**config.mk**
```make
export PLATFORM = sky130hd
export DESIGN_NAME = pwc_control
export DESIGN_NICKNAME = d
export VERILOG_FILES = /design/src/core/pwc_pkg.sv /design/src/core/pwc_debounce.sv /design/src/core/pwc_control.sv
export SDC_FILE = /design/constraint.sdc
export NUM_CORES = 1
export LEC_CHECK = 0
export ABC_CLOCK_PERIOD_IN_PS = 6390
export BUFFER_PORTS_ARGS = -buffer_cell sky130_fd_sc_hd__buf_4
export CAP_MARGIN = 20
export CORE_MARGIN = 2
export CORE_UTILIZATION = 65
export DETAILED_ROUTE_END_ITERATION = 16
export PLACE_DENSITY = 0.86
export SLEW_MARGIN = 5
export SYNTH_ARGS = -nofsm -noshare
export SYNTH_HDL_FRONTEND = slang
export SYNTH_HIERARCHICAL = 1
export SYNTH_SLANG_ARGS = --single-unit
```
**constraint.sdc**
```tcl
create_clock -name SYS_CLK -period 6.39 [get_ports SYS_CLK]
set_clock_uncertainty 0.2 [all_clocks]
set_input_delay 0.639 -clock SYS_CLK [delete_from_list [all_inputs] [get_ports SYS_CLK]]
set_output_delay 0.639 -clock SYS_CLK [all_outputs]
set_load 0.05 [all_outputs]
```
**src/core/pwc_pkg.sv**
```systemverilog
// Shared constants and state codes of the push-button wiper control.
// Assumes a 100 MHz system clock and a 1 ms internal timebase tick.
package pwc_pkg;

	// ---------------------------------------------------------------
	// Timebase
	// ---------------------------------------------------------------
	localparam int unsigned PWC_CLK_PERIOD_NS  = 10;
	localparam int unsigned PWC_TICK_PERIOD_NS = 1000000;
	localparam int unsigned PWC_TICK_CYCLES    = PWC_TICK_PERIOD_NS / PWC_CLK_PERIOD_NS;

	// ---------------------------------------------------------------
	// Intervals in timebase ticks (ms)
	// ---------------------------------------------------------------
	localparam logic [11:0] PWC_DEBOUNCE_MS    = 12'h00f; // 15 ms
	localparam logic [11:0] PWC_GAP_MS         = 12'h002; // 2 ms
	localparam logic [11:0] PWC_SLOW_MS        = 12'h0fa; // 250 ms
	localparam logic [11:0] PWC_FAST_MS        = 12'h032; // 50 ms
	localparam logic [11:0] PWC_FAST_AFTER_MS  = 12'h3e8; // 1000 ms
	localparam logic [11:0] PWC_IDLE_SAVE_MS   = 12'h7d0; // 2000 ms
	localparam logic [11:0] PWC_SHUTDOWN_MS    = 12'h7d0; // 2000 ms
	localparam logic [11:0] PWC_WAKE_REPEAT_MS = 12'h0fa; // 250 ms

	// ---------------------------------------------------------------
	// Wiper
	// ---------------------------------------------------------------
	localparam int unsigned PWC_TAPS         = 32;
	localparam logic [4:0]  PWC_WIPER_TOP    = 5'h1f;
	localparam logic [4:0]  PWC_WIPER_BOTTOM = 5'h00;
	localparam logic [4:0]  PWC_WIPER_RESET  = 5'h10;

	// ---------------------------------------------------------------
	// Control states
	// ---------------------------------------------------------------
	typedef enum logic [9:0] {
		ST_BOOT       = 10'h001,
		ST_IDLE       = 10'h002,
		ST_HOLD       = 10'h004,
		ST_DRAIN      = 10'h008,
		ST_BOTH       = 10'h010,
		ST_SHUT_ENTER = 10'h020,
		ST_SHUT       = 10'h040,
		ST_WAKE       = 10'h080,
		ST_STORE      = 10'h100,
		ST_WRITE      = 10'h200
	} pwc_state_type;

endpackage : pwc_pkg

```
**src/core/pwc_debounce.sv**
```systemverilog
// Two-stage synchroniser and press/release debouncer for one button pin.
// Assumes a one-cycle ms_tick from the same clock; pin is active low.
`timescale 1ns/10ps

module pwc_debounce
	import pwc_pkg::*;
#(
	parameter logic [11:0] PRESS_MS   = PWC_DEBOUNCE_MS,
	parameter logic [11:0] RELEASE_MS = PWC_GAP_MS
)(
	input  wire logic clk,
	input  wire logic rst_b,
	input  wire logic ms_tick,
	input  wire logic pin_n,
	output logic      pressed
);

	logic        sync1_q;
	logic        sync2_q;
	logic        pressed_q;
	logic        pressed_d;
	logic [11:0] cnt_q;
	logic [11:0] cnt_d;

	// ---------------------------------------------------------------
	// Filter
	// ---------------------------------------------------------------
	// Level must differ from the debounced state for a whole interval
	always_comb
	begin
		cnt_d     = cnt_q;
		pressed_d = pressed_q;
		if (!sync2_q == pressed_q)
			cnt_d = 12'h000;
		else if (ms_tick)
		begin
			if (cnt_q == (pressed_q ? RELEASE_MS : PRESS_MS) - 12'h001)
			begin
				pressed_d = !pressed_q;
				cnt_d     = 12'h000;
			end
			else
				cnt_d = cnt_q + 12'h001;
		end
	end

	// Registers; sync1_q feeds only sync2_q
	always_ff @(posedge clk)
	begin
		if (!rst_b)
		begin
			sync1_q   <= 1'b1;
			sync2_q   <= 1'b1;
			pressed_q <= 1'b0;
			cnt_q     <= 12'h000;
		end
		else
		begin
			sync1_q   <= pin_n;
			sync2_q   <= sync1_q;
			pressed_q <= pressed_d;
			cnt_q     <= cnt_d;
		end
	end

	assign pressed = pressed_q;
endmodule : pwc_debounce

```
**src/core/pwc_control.sv**
```systemverilog
// Push-button wiper control: buttons, auto-repeat, store and shutdown.
// Assumes button pins with pull-ups and a memory port on SYS_CLK.
`timescale 1ns/10ps

module pwc_control
	import pwc_pkg::*;
#(
	parameter int unsigned TICK_CYCLES = PWC_TICK_CYCLES
)(
	input  wire logic                SYS_CLK,
	input  wire logic                RST_B,
	input  wire logic                STEP_UP_BUTTON_N,
	input  wire logic                STEP_DOWN_BUTTON_N,
	input  wire logic                STORE_CONTROL_N,
	input  wire logic [4:0]          NV_LOAD_VALUE,
	input  wire logic                NV_WRITE_DONE,
	output logic                     NV_WRITE_REQ,
	output logic [4:0]               NV_WRITE_DATA,
	output logic [PWC_TAPS-1:0]      WIPER_TAP_SEL,
	output logic                     HIGH_TERMINAL_OPEN
);

	localparam int unsigned TW = $clog2(TICK_CYCLES);

	logic [TW-1:0]       tick_cnt_q;
	logic [TW-1:0]       tick_cnt_d;
	logic                tick_q;
	logic                tick_d;
	logic [2:0]          pin_n;
	logic [2:0]          pr;
	logic                up_pr;
	logic                dn_pr;
	logic                man_st;
	logic                own_pr;
	logic                oth_pr;
	pwc_state_type       state_q;
	pwc_state_type       state_d;
	logic [4:0]          wiper_q;
	logic [4:0]          wiper_d;
	logic [11:0]         ms_q;
	logic [11:0]         ms_d;
	logic [11:0]         hold_q;
	logic [11:0]         hold_d;
	logic                auto_q;
	logic                auto_d;
	logic                dirty_q;
	logic                dirty_d;
	logic                dir_up_q;
	logic                dir_up_d;
	logic                req_q;
	logic                req_d;
	logic [4:0]          data_q;
	logic [4:0]          data_d;
	logic [PWC_TAPS-1:0] tap_q;
	logic [PWC_TAPS-1:0] tap_d;
	logic                open_q;
	logic                open_d;
	logic                shut;

	// Saturating one-tap move
	function automatic logic [4:0] pwc_step(input logic [4:0] w, input logic up);
		if (up)
			pwc_step = (w == PWC_WIPER_TOP) ? w : w + 5'h01;
		else
			pwc_step = (w == PWC_WIPER_BOTTOM) ? w : w - 5'h01;
	endfunction : pwc_step

	// ---------------------------------------------------------------
	// Timebase
	// ---------------------------------------------------------------
	// One pulse per ms drives every interval counter
	always_comb
	begin
		tick_d     = (tick_cnt_q == TW'(TICK_CYCLES - 1));
		tick_cnt_d = tick_d ? '0 : tick_cnt_q + TW'(1);
	end

	always_ff @(posedge SYS_CLK)
	begin
		if (!RST_B)
		begin
			tick_cnt_q <= '0;
			tick_q     <= 1'b0;
		end
		else
		begin
			tick_cnt_q <= tick_cnt_d;
			tick_q     <= tick_d;
		end
	end

	// ---------------------------------------------------------------
	// Button inputs
	// ---------------------------------------------------------------
	assign pin_n = {STORE_CONTROL_N, STEP_DOWN_BUTTON_N, STEP_UP_BUTTON_N};

	// Synchronise and debounce each pin
	generate
		for (genvar i = 0; i < 3; i++)
		begin : g_btn
			pwc_debounce i_pwc_debounce (
				.clk     (SYS_CLK),
				.rst_b   (RST_B),
				.ms_tick (tick_q),
				.pin_n   (pin_n[i]),
				.pressed (pr[i])
			);
		end
	endgenerate

	// Store pin counts as a button only in manual mode
	assign up_pr  = pr[0];
	assign dn_pr  = pr[1];
	assign man_st = pr[2] && !auto_q;
	assign own_pr = dir_up_q ? up_pr : dn_pr;
	assign oth_pr = dir_up_q ? dn_pr : up_pr;

	// ---------------------------------------------------------------
	// Control sequence
	// ---------------------------------------------------------------
	always_comb
	begin
		state_d  = state_q;
		wiper_d  = wiper_q;
		ms_d     = ms_q;
		hold_d   = hold_q;
		auto_d   = auto_q;
		dir_up_d = dir_up_q;
		req_d    = req_q;
		data_d   = data_q;
		unique case (state_q)
			ST_BOOT:
			begin
				if (tick_q)
					ms_d = ms_q + 12'h001;
				if (ms_q == PWC_DEBOUNCE_MS)
				begin
					wiper_d = NV_LOAD_VALUE;
					auto_d  = pr[2];
					ms_d    = 12'h000;
					state_d = ST_IDLE;
				end
			end
			ST_IDLE:
			begin
				if (man_st && (up_pr || dn_pr))
					state_d = ST_DRAIN;
				else if (up_pr && dn_pr)
				begin
					ms_d    = 12'h000;
					state_d = ST_BOTH;
				end
				else if (up_pr || dn_pr)
				begin
					wiper_d  = pwc_step(wiper_q, up_pr);
					dir_up_d = up_pr;
					ms_d     = 12'h000;
					hold_d   = 12'h000;
					state_d  = ST_HOLD;
				end
				else if (man_st)
					state_d = ST_STORE;
				else if (auto_q && dirty_q && ms_q == PWC_IDLE_SAVE_MS)
				begin
					req_d   = 1'b1;
					data_d  = wiper_q;
					state_d = ST_WRITE;
				end
				else if (auto_q && dirty_q && tick_q)
					ms_d = ms_q + 12'h001;
			end
			ST_HOLD:
			begin
				if (oth_pr && hold_q < PWC_DEBOUNCE_MS)
				begin
					ms_d    = 12'h000;
					state_d = ST_BOTH;
				end
				else if (oth_pr || man_st)
					state_d = ST_DRAIN;
				else if (!own_pr)
				begin
					ms_d    = 12'h000;
					state_d = ST_IDLE;
				end
				else if (tick_q)
				begin
					hold_d = (hold_q == PWC_FAST_AFTER_MS) ? hold_q : hold_q + 12'h001;
					if (ms_q + 12'h001 == ((hold_q == PWC_FAST_AFTER_MS) ?
						PWC_FAST_MS : PWC_SLOW_MS))
					begin
						wiper_d = pwc_step(wiper_q, dir_up_q);
						ms_d    = 12'h000;
					end
					else
						ms_d = ms_q + 12'h001;
				end
			end
			ST_DRAIN:
			begin
				if (!up_pr && !dn_pr && !man_st)
				begin
					ms_d    = 12'h000;
					state_d = ST_IDLE;
				end
			end
			ST_BOTH:
			begin
				if (!(up_pr && dn_pr))
					state_d = ST_DRAIN;
				else if (tick_q)
				begin
					ms_d = ms_q + 12'h001;
					if (ms_q + 12'h001 == PWC_SHUTDOWN_MS)
						state_d = ST_SHUT_ENTER;
				end
			end
			ST_SHUT_ENTER:
			begin
				if (!up_pr && !dn_pr && !man_st)
					state_d = ST_SHUT;
			end
			ST_SHUT:
			begin
				if (up_pr || dn_pr || man_st)
				begin
					ms_d    = 12'h000;
					state_d = ST_WAKE;
				end
			end
			ST_WAKE:
			begin
				if (!up_pr && !dn_pr && !man_st)
				begin
					ms_d    = 12'h000;
					state_d = ST_IDLE;
				end
				else if (up_pr && dn_pr)
					state_d = ST_DRAIN;
				else if ((up_pr || dn_pr) && tick_q)
				begin
					ms_d = ms_q + 12'h001;
					if (ms_q + 12'h001 == PWC_WAKE_REPEAT_MS)
					begin
						wiper_d  = pwc_step(wiper_q, up_pr);
						dir_up_d = up_pr;
						ms_d     = 12'h000;
						hold_d   = 12'h000;
						state_d  = ST_HOLD;
					end
				end
			end
			ST_STORE:
			begin
				if (!pr[2])
				begin
					req_d   = 1'b1;
					data_d  = wiper_q;
					state_d = ST_WRITE;
				end
			end
			ST_WRITE:
			begin
				if (NV_WRITE_DONE)
				begin
					req_d   = 1'b0;
					state_d = ST_DRAIN;
				end
			end
		endcase
	end

	// Unsaved-change flag; a step in the done cycle keeps it set
	always_comb
	begin
		dirty_d = dirty_q;
		if (state_q == ST_WRITE && NV_WRITE_DONE)
			dirty_d = 1'b0;
		if (wiper_d != wiper_q && state_q != ST_BOOT)
			dirty_d = 1'b1;
	end

	// ---------------------------------------------------------------
	// Tap decode and terminal control
	// ---------------------------------------------------------------
	always_comb
	begin
		shut   = (state_d == ST_SHUT_ENTER) || (state_d == ST_SHUT);
		open_d = shut;
		tap_d  = {{(PWC_TAPS-1){1'b0}}, 1'b1} << (shut ? PWC_WIPER_BOTTOM : wiper_d);
	end

	// State registers
	always_ff @(posedge SYS_CLK)
	begin
		if (!RST_B)
		begin
			state_q  <= ST_BOOT;
			wiper_q  <= PWC_WIPER_RESET;
			ms_q     <= 12'h000;
			hold_q   <= 12'h000;
			auto_q   <= 1'b1;
			dirty_q  <= 1'b0;
			dir_up_q <= 1'b1;
			req_q    <= 1'b0;
			data_q   <= PWC_WIPER_RESET;
			tap_q    <= {{(PWC_TAPS-1){1'b0}}, 1'b1} << PWC_WIPER_RESET;
			open_q   <= 1'b0;
		end
		else
		begin
			state_q  <= state_d;
			wiper_q  <= wiper_d;
			ms_q     <= ms_d;
			hold_q   <= hold_d;
			auto_q   <= auto_d;
			dirty_q  <= dirty_d;
			dir_up_q <= dir_up_d;
			req_q    <= req_d;
			data_q   <= data_d;
			tap_q    <= tap_d;
			open_q   <= open_d;
		end
	end

	assign NV_WRITE_REQ       = req_q;
	assign NV_WRITE_DATA      = data_q;
	assign WIPER_TAP_SEL      = tap_q;
	assign HIGH_TERMINAL_OPEN = open_q;
endmodule : pwc_control

```
==> results.md, run 1 <==
* Worst path bufs/invs at 0
* Critical path's top delay family: simple AND/OR/NAND/NOR gates
* Category of the worst setup path capture point: flop
* Post-synthesis sequential area ratio at 0.3454
* Count of fill cells added during filler insertion at 931
* Post-synth net total at 1066
* Worst max-slew margin expressed relative to the limit at 0.3607
* Register area at between 2000 and 3000 um2
* Power density of the placed cells at 214.2 nW/um2
* Highest clock rate at approximately 210 MHz
* Layout net count at 1065
* Clock latency on the worst-skew pair at between 400 and 500 ps
* First-pass GRT wire length at 36.41 mm
* CTS tree: yes
* Number of instances in the synthesized netlist at 1043
* Number of standard-cell rows in the floorplan at approximately 40
* Final max-slew violation count at 0
* Peak per-stage delay on the critical path at 750 ps
* Initial antenna violation count at 0
* Buffers inserted by post-CTS timing repair at 0
* Sort of element at the start of the critical path: flop
* Total global routing track utilization at 0.3214
* Leakage component of the power at 3.251 nW
* Maximum number of pins on one net before global-route repair at 41
* N_diodes at 0
* Relative area change from synthesis to final layout at 10.43%
* Core region area at 12570 um2
* Max clock buf depth at 2
* Crit-path slowest cell: sky130_fd_sc_hd__a2111oi_0
* Total Die Area at 13760 um2
* Gr ovfl total at 0
* CTS Root Buffer Type: sky130_fd_sc_hd__clkbuf_16
* Post-place instance area at 8637 um2
* Number of setup violations in the final report at 0
* Final hold violation count at 0
* Post-synth ARST share at 0
* Setup repair after global routing missed its margin: no
* Multi-input logic area at between 5000 and 6000 um2
* Maximum fanout encountered on the critical timing path at 18
* Final Routed Wirelength at 21.86 mm
* Post-route clock period utilization at 0.7319
* Weighted congestion at the end of routability-driven global placement at 1.073
* Boundary pin count at 50
* Final design instance area without fill at between 9000 and 10000 um2
* Worst supply voltage drop on vdd at ~0.20 mV
* DRT Pass-1 Iters at 5
* Tightest Hold Check Type: in -> reg
* Critical Setup Path Class: reg -> reg
* Routed via count at 7940
* Post-detail-place hpwl at between 10 and 15 mm
* Share of layout cells above drive strength 1 at 0.1232
* Clock-pin slew on the worst setup and hold paths at 60 ps
* Width of the die at roughly 120 um
* Number of enable-type register cells in the synthesized netlist at 0
* Most frequent standard cell in the layout excluding fill and tap cells: sky130_fd_sc_hd__dfxtp_1
* Hold-fix buffers, CTS at 0
* Wire per inst at ~18 um
* Resized Gates After CTS at 0
* Prevailing post-synth register cell: sky130_fd_sc_hd__dfxtp_1
* Input/output buffers at 49
* Avg Vias per Cell at 6.471
* Number of H-tree levels at 4
* Count of nets left with antenna violations after detail routing at 0
* Height of the die at between 100 and 150 um
* DRC Markers at 0
* Post-Route Setup TNS at 0 ps
* Post-synthesis average cell area at 8.003 um2
* Required time at the worst-slack endpoint at 6570 ps
* Initial DRC count at between 900 and 1000
* Worst-path cell chain: ha_1 -> and3_1 -> and4_1 -> o221ai_2 -> or3_1 -> o21ai_0 -> a21oi_1 -> a2111oi_0 -> or2_1 -> a41o_1
* Outcome: complete, no violations
* Data arrival at the endpoint of the critical path at 4850 ps
* Initial standard-cell utilization of the core at 0.6641
* Overall Power at just under 0.002 W
* Post-synthesis cell type count at 86
* Post-synthesis register bit count at 144
* Synthesized area at 8347 um2
* Vias in the first global route at about 7500
* Yosys warning total at 6
* Leading cell types in the layout, fill and taps excluded: sky130_fd_sc_hd__dfxtp_1 (144), sky130_fd_sc_hd__nor2_1 (140), sky130_fd_sc_hd__nand2_1 (76), sky130_fd_sc_hd__nor3_1 (56), sky130_fd_sc_hd__buf_4 (55)
* Worst Max-Slew Pin Slew at around 950 ps
* Clock tree sinks at 144
* Number of clock buffers inserted by TritonCTS at 17
* Maximum Capacitance Violations at 0
* Crit path time final at ~4700 ps
## worst paths after layout
path	startpoint	endpoint	slack [ps]	depth (start not counted)
setup / recovery	ms_q[0]$_SDFFE_PN0P_	WIPER_TAP_SEL[16]$_SDFF_PN1_	1710	10
hold / removal	STORE_CONTROL_N	g_btn[2].i_pwc_debounce/sync1_q$_SDFF_PN1_	180	2
setup reg to reg	ms_q[0]$_SDFFE_PN0P_	WIPER_TAP_SEL[16]$_SDFF_PN1_	1710	10
hold reg to reg	g_btn[1].i_pwc_debounce/sync1_q$_SDFF_PN1_	g_btn[1].i_pwc_debounce/sync2_q$_SDFF_PN1_	200	1
## final cells by class
| type | instances | area share |
|---|---|---|
| Clock buffer | 19 | 0.04805 |
| Clock inverter | 13 | 0.01493 |
| Inverter | 23 | 0.009366 |
| Multi-Input combinational cell | 801 | 0.5468 |
| Sequential cell | 144 | 0.3127 |
| Tap cell | 172 | 0.02335 |
| Timing Repair Buffer | 55 | 0.04479 |
## cells in the mapped netlist (all sizes together) (16+ instances only)
library cell	n	area [um2]
dfxtp	144	2883
nor4	26	183.9
inv	23	86.33
nor3	59	310.3
nor2	140	525.5
clkbuf	52	195.2
a21oi	45	225.2
nand3	40	205.2
xnor2	37	324.1
o21ai	32	160.1
buf	23	142.6
nand4	40	256.5
a31oi	19	118.9
o211ai	17	127.6
nand2b	16	100.1
nand2	76	285.3
xor2	36	315.3
## logic make-up (layout without fill, tap and decap cells)
group	Yosys count	after routing	synth area share
adders and majority gates	12	12	0.01799
buffers and inverters	98	110	0.05082
AOI/OAI and AO/OA	189	189	0.1589
xor gates and xnor gates	73	73	0.07660
muxes	14	14	0.01769
DFF	144	144	0.3454
and+or+nand+nor	513	513	0.3326
## report_power, final
part	switching (W)	internal [W]
Clock	0.000394	0.000584
Combinational	0.0000536	0.0000316
Sequential	0.00000735	0.000904
## sequential cells by signal, summed over array words and instances, names as in the netlist
| name | count |
|---|---|
| HIGH_TERMINAL_OPEN | 1 |
| NV_WRITE_DATA | 5 |
| NV_WRITE_REQ | 1 |
| WIPER_TAP_SEL | 32 |
| auto_q | 1 |
| dir_up_q | 1 |
| dirty_q | 1 |
| g_btn.i_pwc_debounce/cnt_q | 36 |
| g_btn.i_pwc_debounce/pressed | 3 |
| g_btn.i_pwc_debounce/sync1_q | 3 |
| g_btn.i_pwc_debounce/sync2_q | 3 |
| hold_q | 12 |
| ms_q | 12 |
| state_q | 10 |
| tick_cnt_q | 17 |
| tick_q | 1 |
| wiper_q | 5 |
## metrics by stage
step,instances,hold WS (ps),setup slack [ps],util
after floorplan,1043,186.3,2712,-
after global placement,1195,191.0,2079,0.6872
after detailed placement,1195,191.6,1882,0.6872
after CTS,1227,171.3,1845,0.7334
after global routing,1227,191.7,1482,0.7334
final,1227,180.1,1713,0.7334
## metal layers
| layer | track usage | routed length, um | vias up | share of wire |
|---|---|---|---|---|
| li1 | - | - | 3788 | - |
| met1 | 0.4168 | 9234 | 3657 | 0.42 |
| met2 | 0.5044 | 10010 | 408 | 0.46 |
| met3 | 0.06663 | 1773 | 87 | 0.081 |
| met4 | 0.1709 | 838 | 0 | 0.038 |
| met5 | 0 | 0 | - | 0 |
## worst reg2reg max path, stage by stage, from the launching register on
cell and delay (ps):
sky130_fd_sc_hd__dfxtp_1 590, sky130_fd_sc_hd__ha_1 420, sky130_fd_sc_hd__and3_1 400, sky130_fd_sc_hd__and4_1 290
sky130_fd_sc_hd__o221ai_2 180, sky130_fd_sc_hd__or3_1 530, sky130_fd_sc_hd__o21ai_0 200, sky130_fd_sc_hd__a21oi_1 140
sky130_fd_sc_hd__a2111oi_0 750, sky130_fd_sc_hd__or2_1 660, sky130_fd_sc_hd__a41o_1 280
Power figures use the tool's default switching activity.
==> run 2, diff against run 1 <==
--- a/config.mk
+++ b/config.mk
@@ -5,13 +5,13 @@
 export SDC_FILE = /design/constraint.sdc
 export NUM_CORES = 1
 export LEC_CHECK = 0
-export ABC_CLOCK_PERIOD_IN_PS = 6390
+export ABC_CLOCK_PERIOD_IN_PS = 4250
 export BUFFER_PORTS_ARGS = -buffer_cell sky130_fd_sc_hd__buf_4
 export CAP_MARGIN = 20
 export CORE_MARGIN = 2
-export CORE_UTILIZATION = 65
+export CORE_UTILIZATION = 56
 export DETAILED_ROUTE_END_ITERATION = 16
-export PLACE_DENSITY = 0.86
+export PLACE_DENSITY = 0.79
 export SLEW_MARGIN = 5
 export SYNTH_ARGS = -nofsm -noshare
 export SYNTH_HDL_FRONTEND = slang
==> constraint.sdc (replaced) <==
create_clock -name SYS_CLK -period 4.25 [get_ports SYS_CLK]
set_clock_uncertainty 0.2 [all_clocks]
set_input_delay 0.425 -clock SYS_CLK [delete_from_list [all_inputs] [get_ports SYS_CLK]]
set_output_delay 0.425 -clock SYS_CLK [all_outputs]
set_load 0.05 [all_outputs]
==> run 2 against run 1 <==
  * Die area up 15%
  * Flip-flop and latch count unchanged
  * Critical path depth is the same
  * Final cell count up 3.7%
  * Global-route usage fell by 5.0 points
  * Sequential share of layout area fell by 0.94 points
  * Via count is 1.5% lower
  * Fmax rose by 16%
  * Wire length shrank 0.35%
  * Sequential power rose by 50%
  * Critical path type unchanged
  * Critical endpoint is now WIPER_TAP_SEL[7]$_SDFF_PP0_
  * Largest cell class unchanged
==> results.md, run 2 (synthesis gave the netlist of run 1 again) <==
* Avg Vias per Cell at just over 6
* Worst Max-Slew Pin Slew at between 900 and 1000 ps
* Highest clock rate at 248.5 MHz
* Maximum fanout encountered on the critical timing path at 10
* Category of the worst setup path capture point: flop
* Outcome: complete, no violations
* Number of setup violations in the final report at 0
* Tightest Hold Check Type: in -> reg
* Power density of the placed cells at around 320 nW/um2
* Gr ovfl total at 0
* Data arrival at the endpoint of the critical path at 4160 ps
* Maximum number of pins on one net before global-route repair at 41
* Sort of element at the start of the critical path: flop
* Crit path time final at 4024 ps
* Buffers inserted by post-CTS timing repair at 0
* Vias in the first global route at 7073
* Switching Fraction at 0.2269
* Initial DRC count at between 800 and 900
* Share of total power in combinational logic at 0.046
* Initial antenna violation count at 0
* Internal at between 0.002 and 0.0025 W
* Leakage component of the power at 3.420 nW
* Height of the die at roughly 130 um
* Most frequent standard cell in the layout excluding fill and tap cells: sky130_fd_sc_hd__dfxtp_1
* Post-route clock period utilization at 0.9468
* Weighted congestion at the end of routability-driven global placement at between 0.9 and 1
* Required time at the worst-slack endpoint at 4390 ps
* Final max-slew violation count at 0
* DRC Markers at 0
* Boundary pin count at 50
* Total net switching power at 0.0006880 W
* Relative contribution of sequential cells to total power at 0.451
* Number of clock buffers inserted by TritonCTS at 17
* Routed via count at 7820
* Layout net count at 1098
* Number of H-tree levels at 4
* Worst path setup slack after routing at 226.3 ps
* Pre-CTS WS at between 200 and 300 ps
* Count of fill cells added during filler insertion at 1230
* Maximum Capacitance Violations at 0
* CTS tree: yes
* Wire per inst at ~17 um
* Worst supply voltage drop on vdd at 0.2709 mV
* Critical Setup Path Class: reg -> reg
* Final Routed Wirelength at ~22 mm
* Most flop-heavy register: g_btn.i_pwc_debounce/cnt_q
* DRT Pass-1 Iters at 7
* CTS Root Buffer Type: sky130_fd_sc_hd__clkbuf_16
* Clock-pin slew on the worst setup and hold paths at approximately 60 ps
* Worst max-slew margin expressed relative to the limit at 0.3770
* Total global routing track utilization at 0.2715
* Share of layout cells above drive strength 1 at 0.1452
* Width of the die at 126.1 um
* Input/output buffers at 49
* Post-detail-place hpwl at 15.38 mm
* Number of standard-cell rows in the floorplan at 44
* N_diodes at 0
* Leading cell types in the layout, fill and taps excluded: sky130_fd_sc_hd__dfxtp_1 (144), sky130_fd_sc_hd__nor2_1 (140), sky130_fd_sc_hd__buf_4 (85), sky130_fd_sc_hd__nand2_1 (76), sky130_fd_sc_hd__nor3_1 (56)
* Core region area at between 10000 and 15000 um2
* Relative area change from synthesis to final layout at 13.85%
* Number of flip-flops in the largest register at 36
* First-pass GRT wire length at 35.46 mm
* Initial standard-cell utilization of the core at 0.5743
* Final hold violation count at 0
* Setup repair after global routing missed its margin: no
* Post-Route Setup TNS at 0 ps
* Count of nets left with antenna violations after detail routing at 0
* Total Die Area at 15900 um2
* Clock latency on the worst-skew pair at 430 ps
* Clock tree sinks at about 140
* Max clock buf depth at 2
* Clk pwr share at 0.503
run 2: cell count changes in the layout (fill, tap and decap cells not counted):
cell	before	now
sky130_fd_sc_hd__a2111oi_1	0	1
sky130_fd_sc_hd__buf_4	55	85
sky130_fd_sc_hd__a2111oi_0	2	1
sky130_fd_sc_hd__inv_8	0	1
sky130_fd_sc_hd__clkbuf_1	1	3
sky130_fd_sc_hd__clkinvlp_4	3	2
sky130_fd_sc_hd__clkinv_2	4	3
sky130_fd_sc_hd__dlygate4sd3_1	0	3
sky130_fd_sc_hd__clkbuf_8	1	0
sky130_fd_sc_hd__inv_6	2	3
sky130_fd_sc_hd__bufinv_16	2	3
sky130_fd_sc_hd__clkinv_4	2	0
run 2: layer usage:
layer | vias up | track usage | wire [um]
met2 | 268 | 0.4156 | 9713
met1 | 3654 | 0.3748 | 10020
met5 | - | 0 | 0
met4 | 0 | 0.1015 | 516
li1 | 3853 | - | -
met3 | 45 | 0.06202 | 1531
run 2: critical path, stage by stage (launching register included):
cell and delay [ps]:
sky130_fd_sc_hd__dfxtp_1 320, sky130_fd_sc_hd__ha_1 300, sky130_fd_sc_hd__and3_1 300, sky130_fd_sc_hd__nor3b_1 180, sky130_fd_sc_hd__o311ai_2 530, sky130_fd_sc_hd__o32a_1 420
sky130_fd_sc_hd__or3_1 170, sky130_fd_sc_hd__a21oi_1 110, sky130_fd_sc_hd__a2111oi_1 700, sky130_fd_sc_hd__o211ai_1 440, sky130_fd_sc_hd__a21oi_1 280
run 2: final timing paths:
kind,depth (start not counted),endpoint,start,slack (ps)
hold / removal,2,dir_up_q$_SDFFE_PN1P_,RST_B,190
setup / recovery,10,WIPER_TAP_SEL[7]$_SDFF_PP0_,ms_q[0]$_SDFFE_PN0P_,230
hold reg to reg,1,g_btn[1].i_pwc_debounce/sync2_q$_SDFF_PN1_,g_btn[1].i_pwc_debounce/sync1_q$_SDFF_PN1_,220
setup reg to reg,10,WIPER_TAP_SEL[7]$_SDFF_PP0_,ms_q[0]$_SDFFE_PN0P_,230
run 2: through the flow:
| step | cell area (um2) | cells | power (W) | utilization | hold WS, ps |
|---|---|---|---|---|---|
| after floorplan | 8347 | 1043 | 0.001488 | - | 186.3 |
| after global placement | 8877 | 1237 | 0.001529 | 0.6108 | 191.6 |
| after detailed placement | 8877 | 1237 | 0.001530 | 0.6108 | 207.6 |
| after CTS | 9502 | 1272 | 0.003059 | 0.6538 | 177.5 |
| after global routing | 9503 | 1272 | 0.003122 | 0.6538 | 210.9 |
| final | 9503 | 1272 | 0.003032 | 0.6538 | 188.3 |
run 2: area by class of cell:
class | instances | area [um2] | area share
flip-flops and latches | 144 | 2883 | 0.3034
well taps | 184 | 230.2 | 0.02423
repair buffers | 88 | 668.1 | 0.07031
clock buffers | 20 | 436.7 | 0.04595
inverters | 23 | 86.33 | 0.009085
clock inverters | 12 | 157.7 | 0.01659
multi-input cells | 801 | 5041 | 0.5305
run 2: what timing repair did:
item	in CTS	in global routing
resized for setup	0	1
hold endpoints to repair	3	0
hold buffers	3	0
setup endpoints to repair	0	25
run 2: power by group through the flow:
stage / clock network, W / logic (W) / registers (W)
final: 0.00152 / 0.000141 / 0.00137
after global routing: 0.00160 / 0.000153 / 0.00137
after CTS: 0.00155 / 0.000138 / 0.00137
after detailed placement: 0 / 0.000134 / 0.00140
after global placement: 0 / 0.000134 / 0.00140
after floorplan: 0 / 0.0000824 / 0.00141
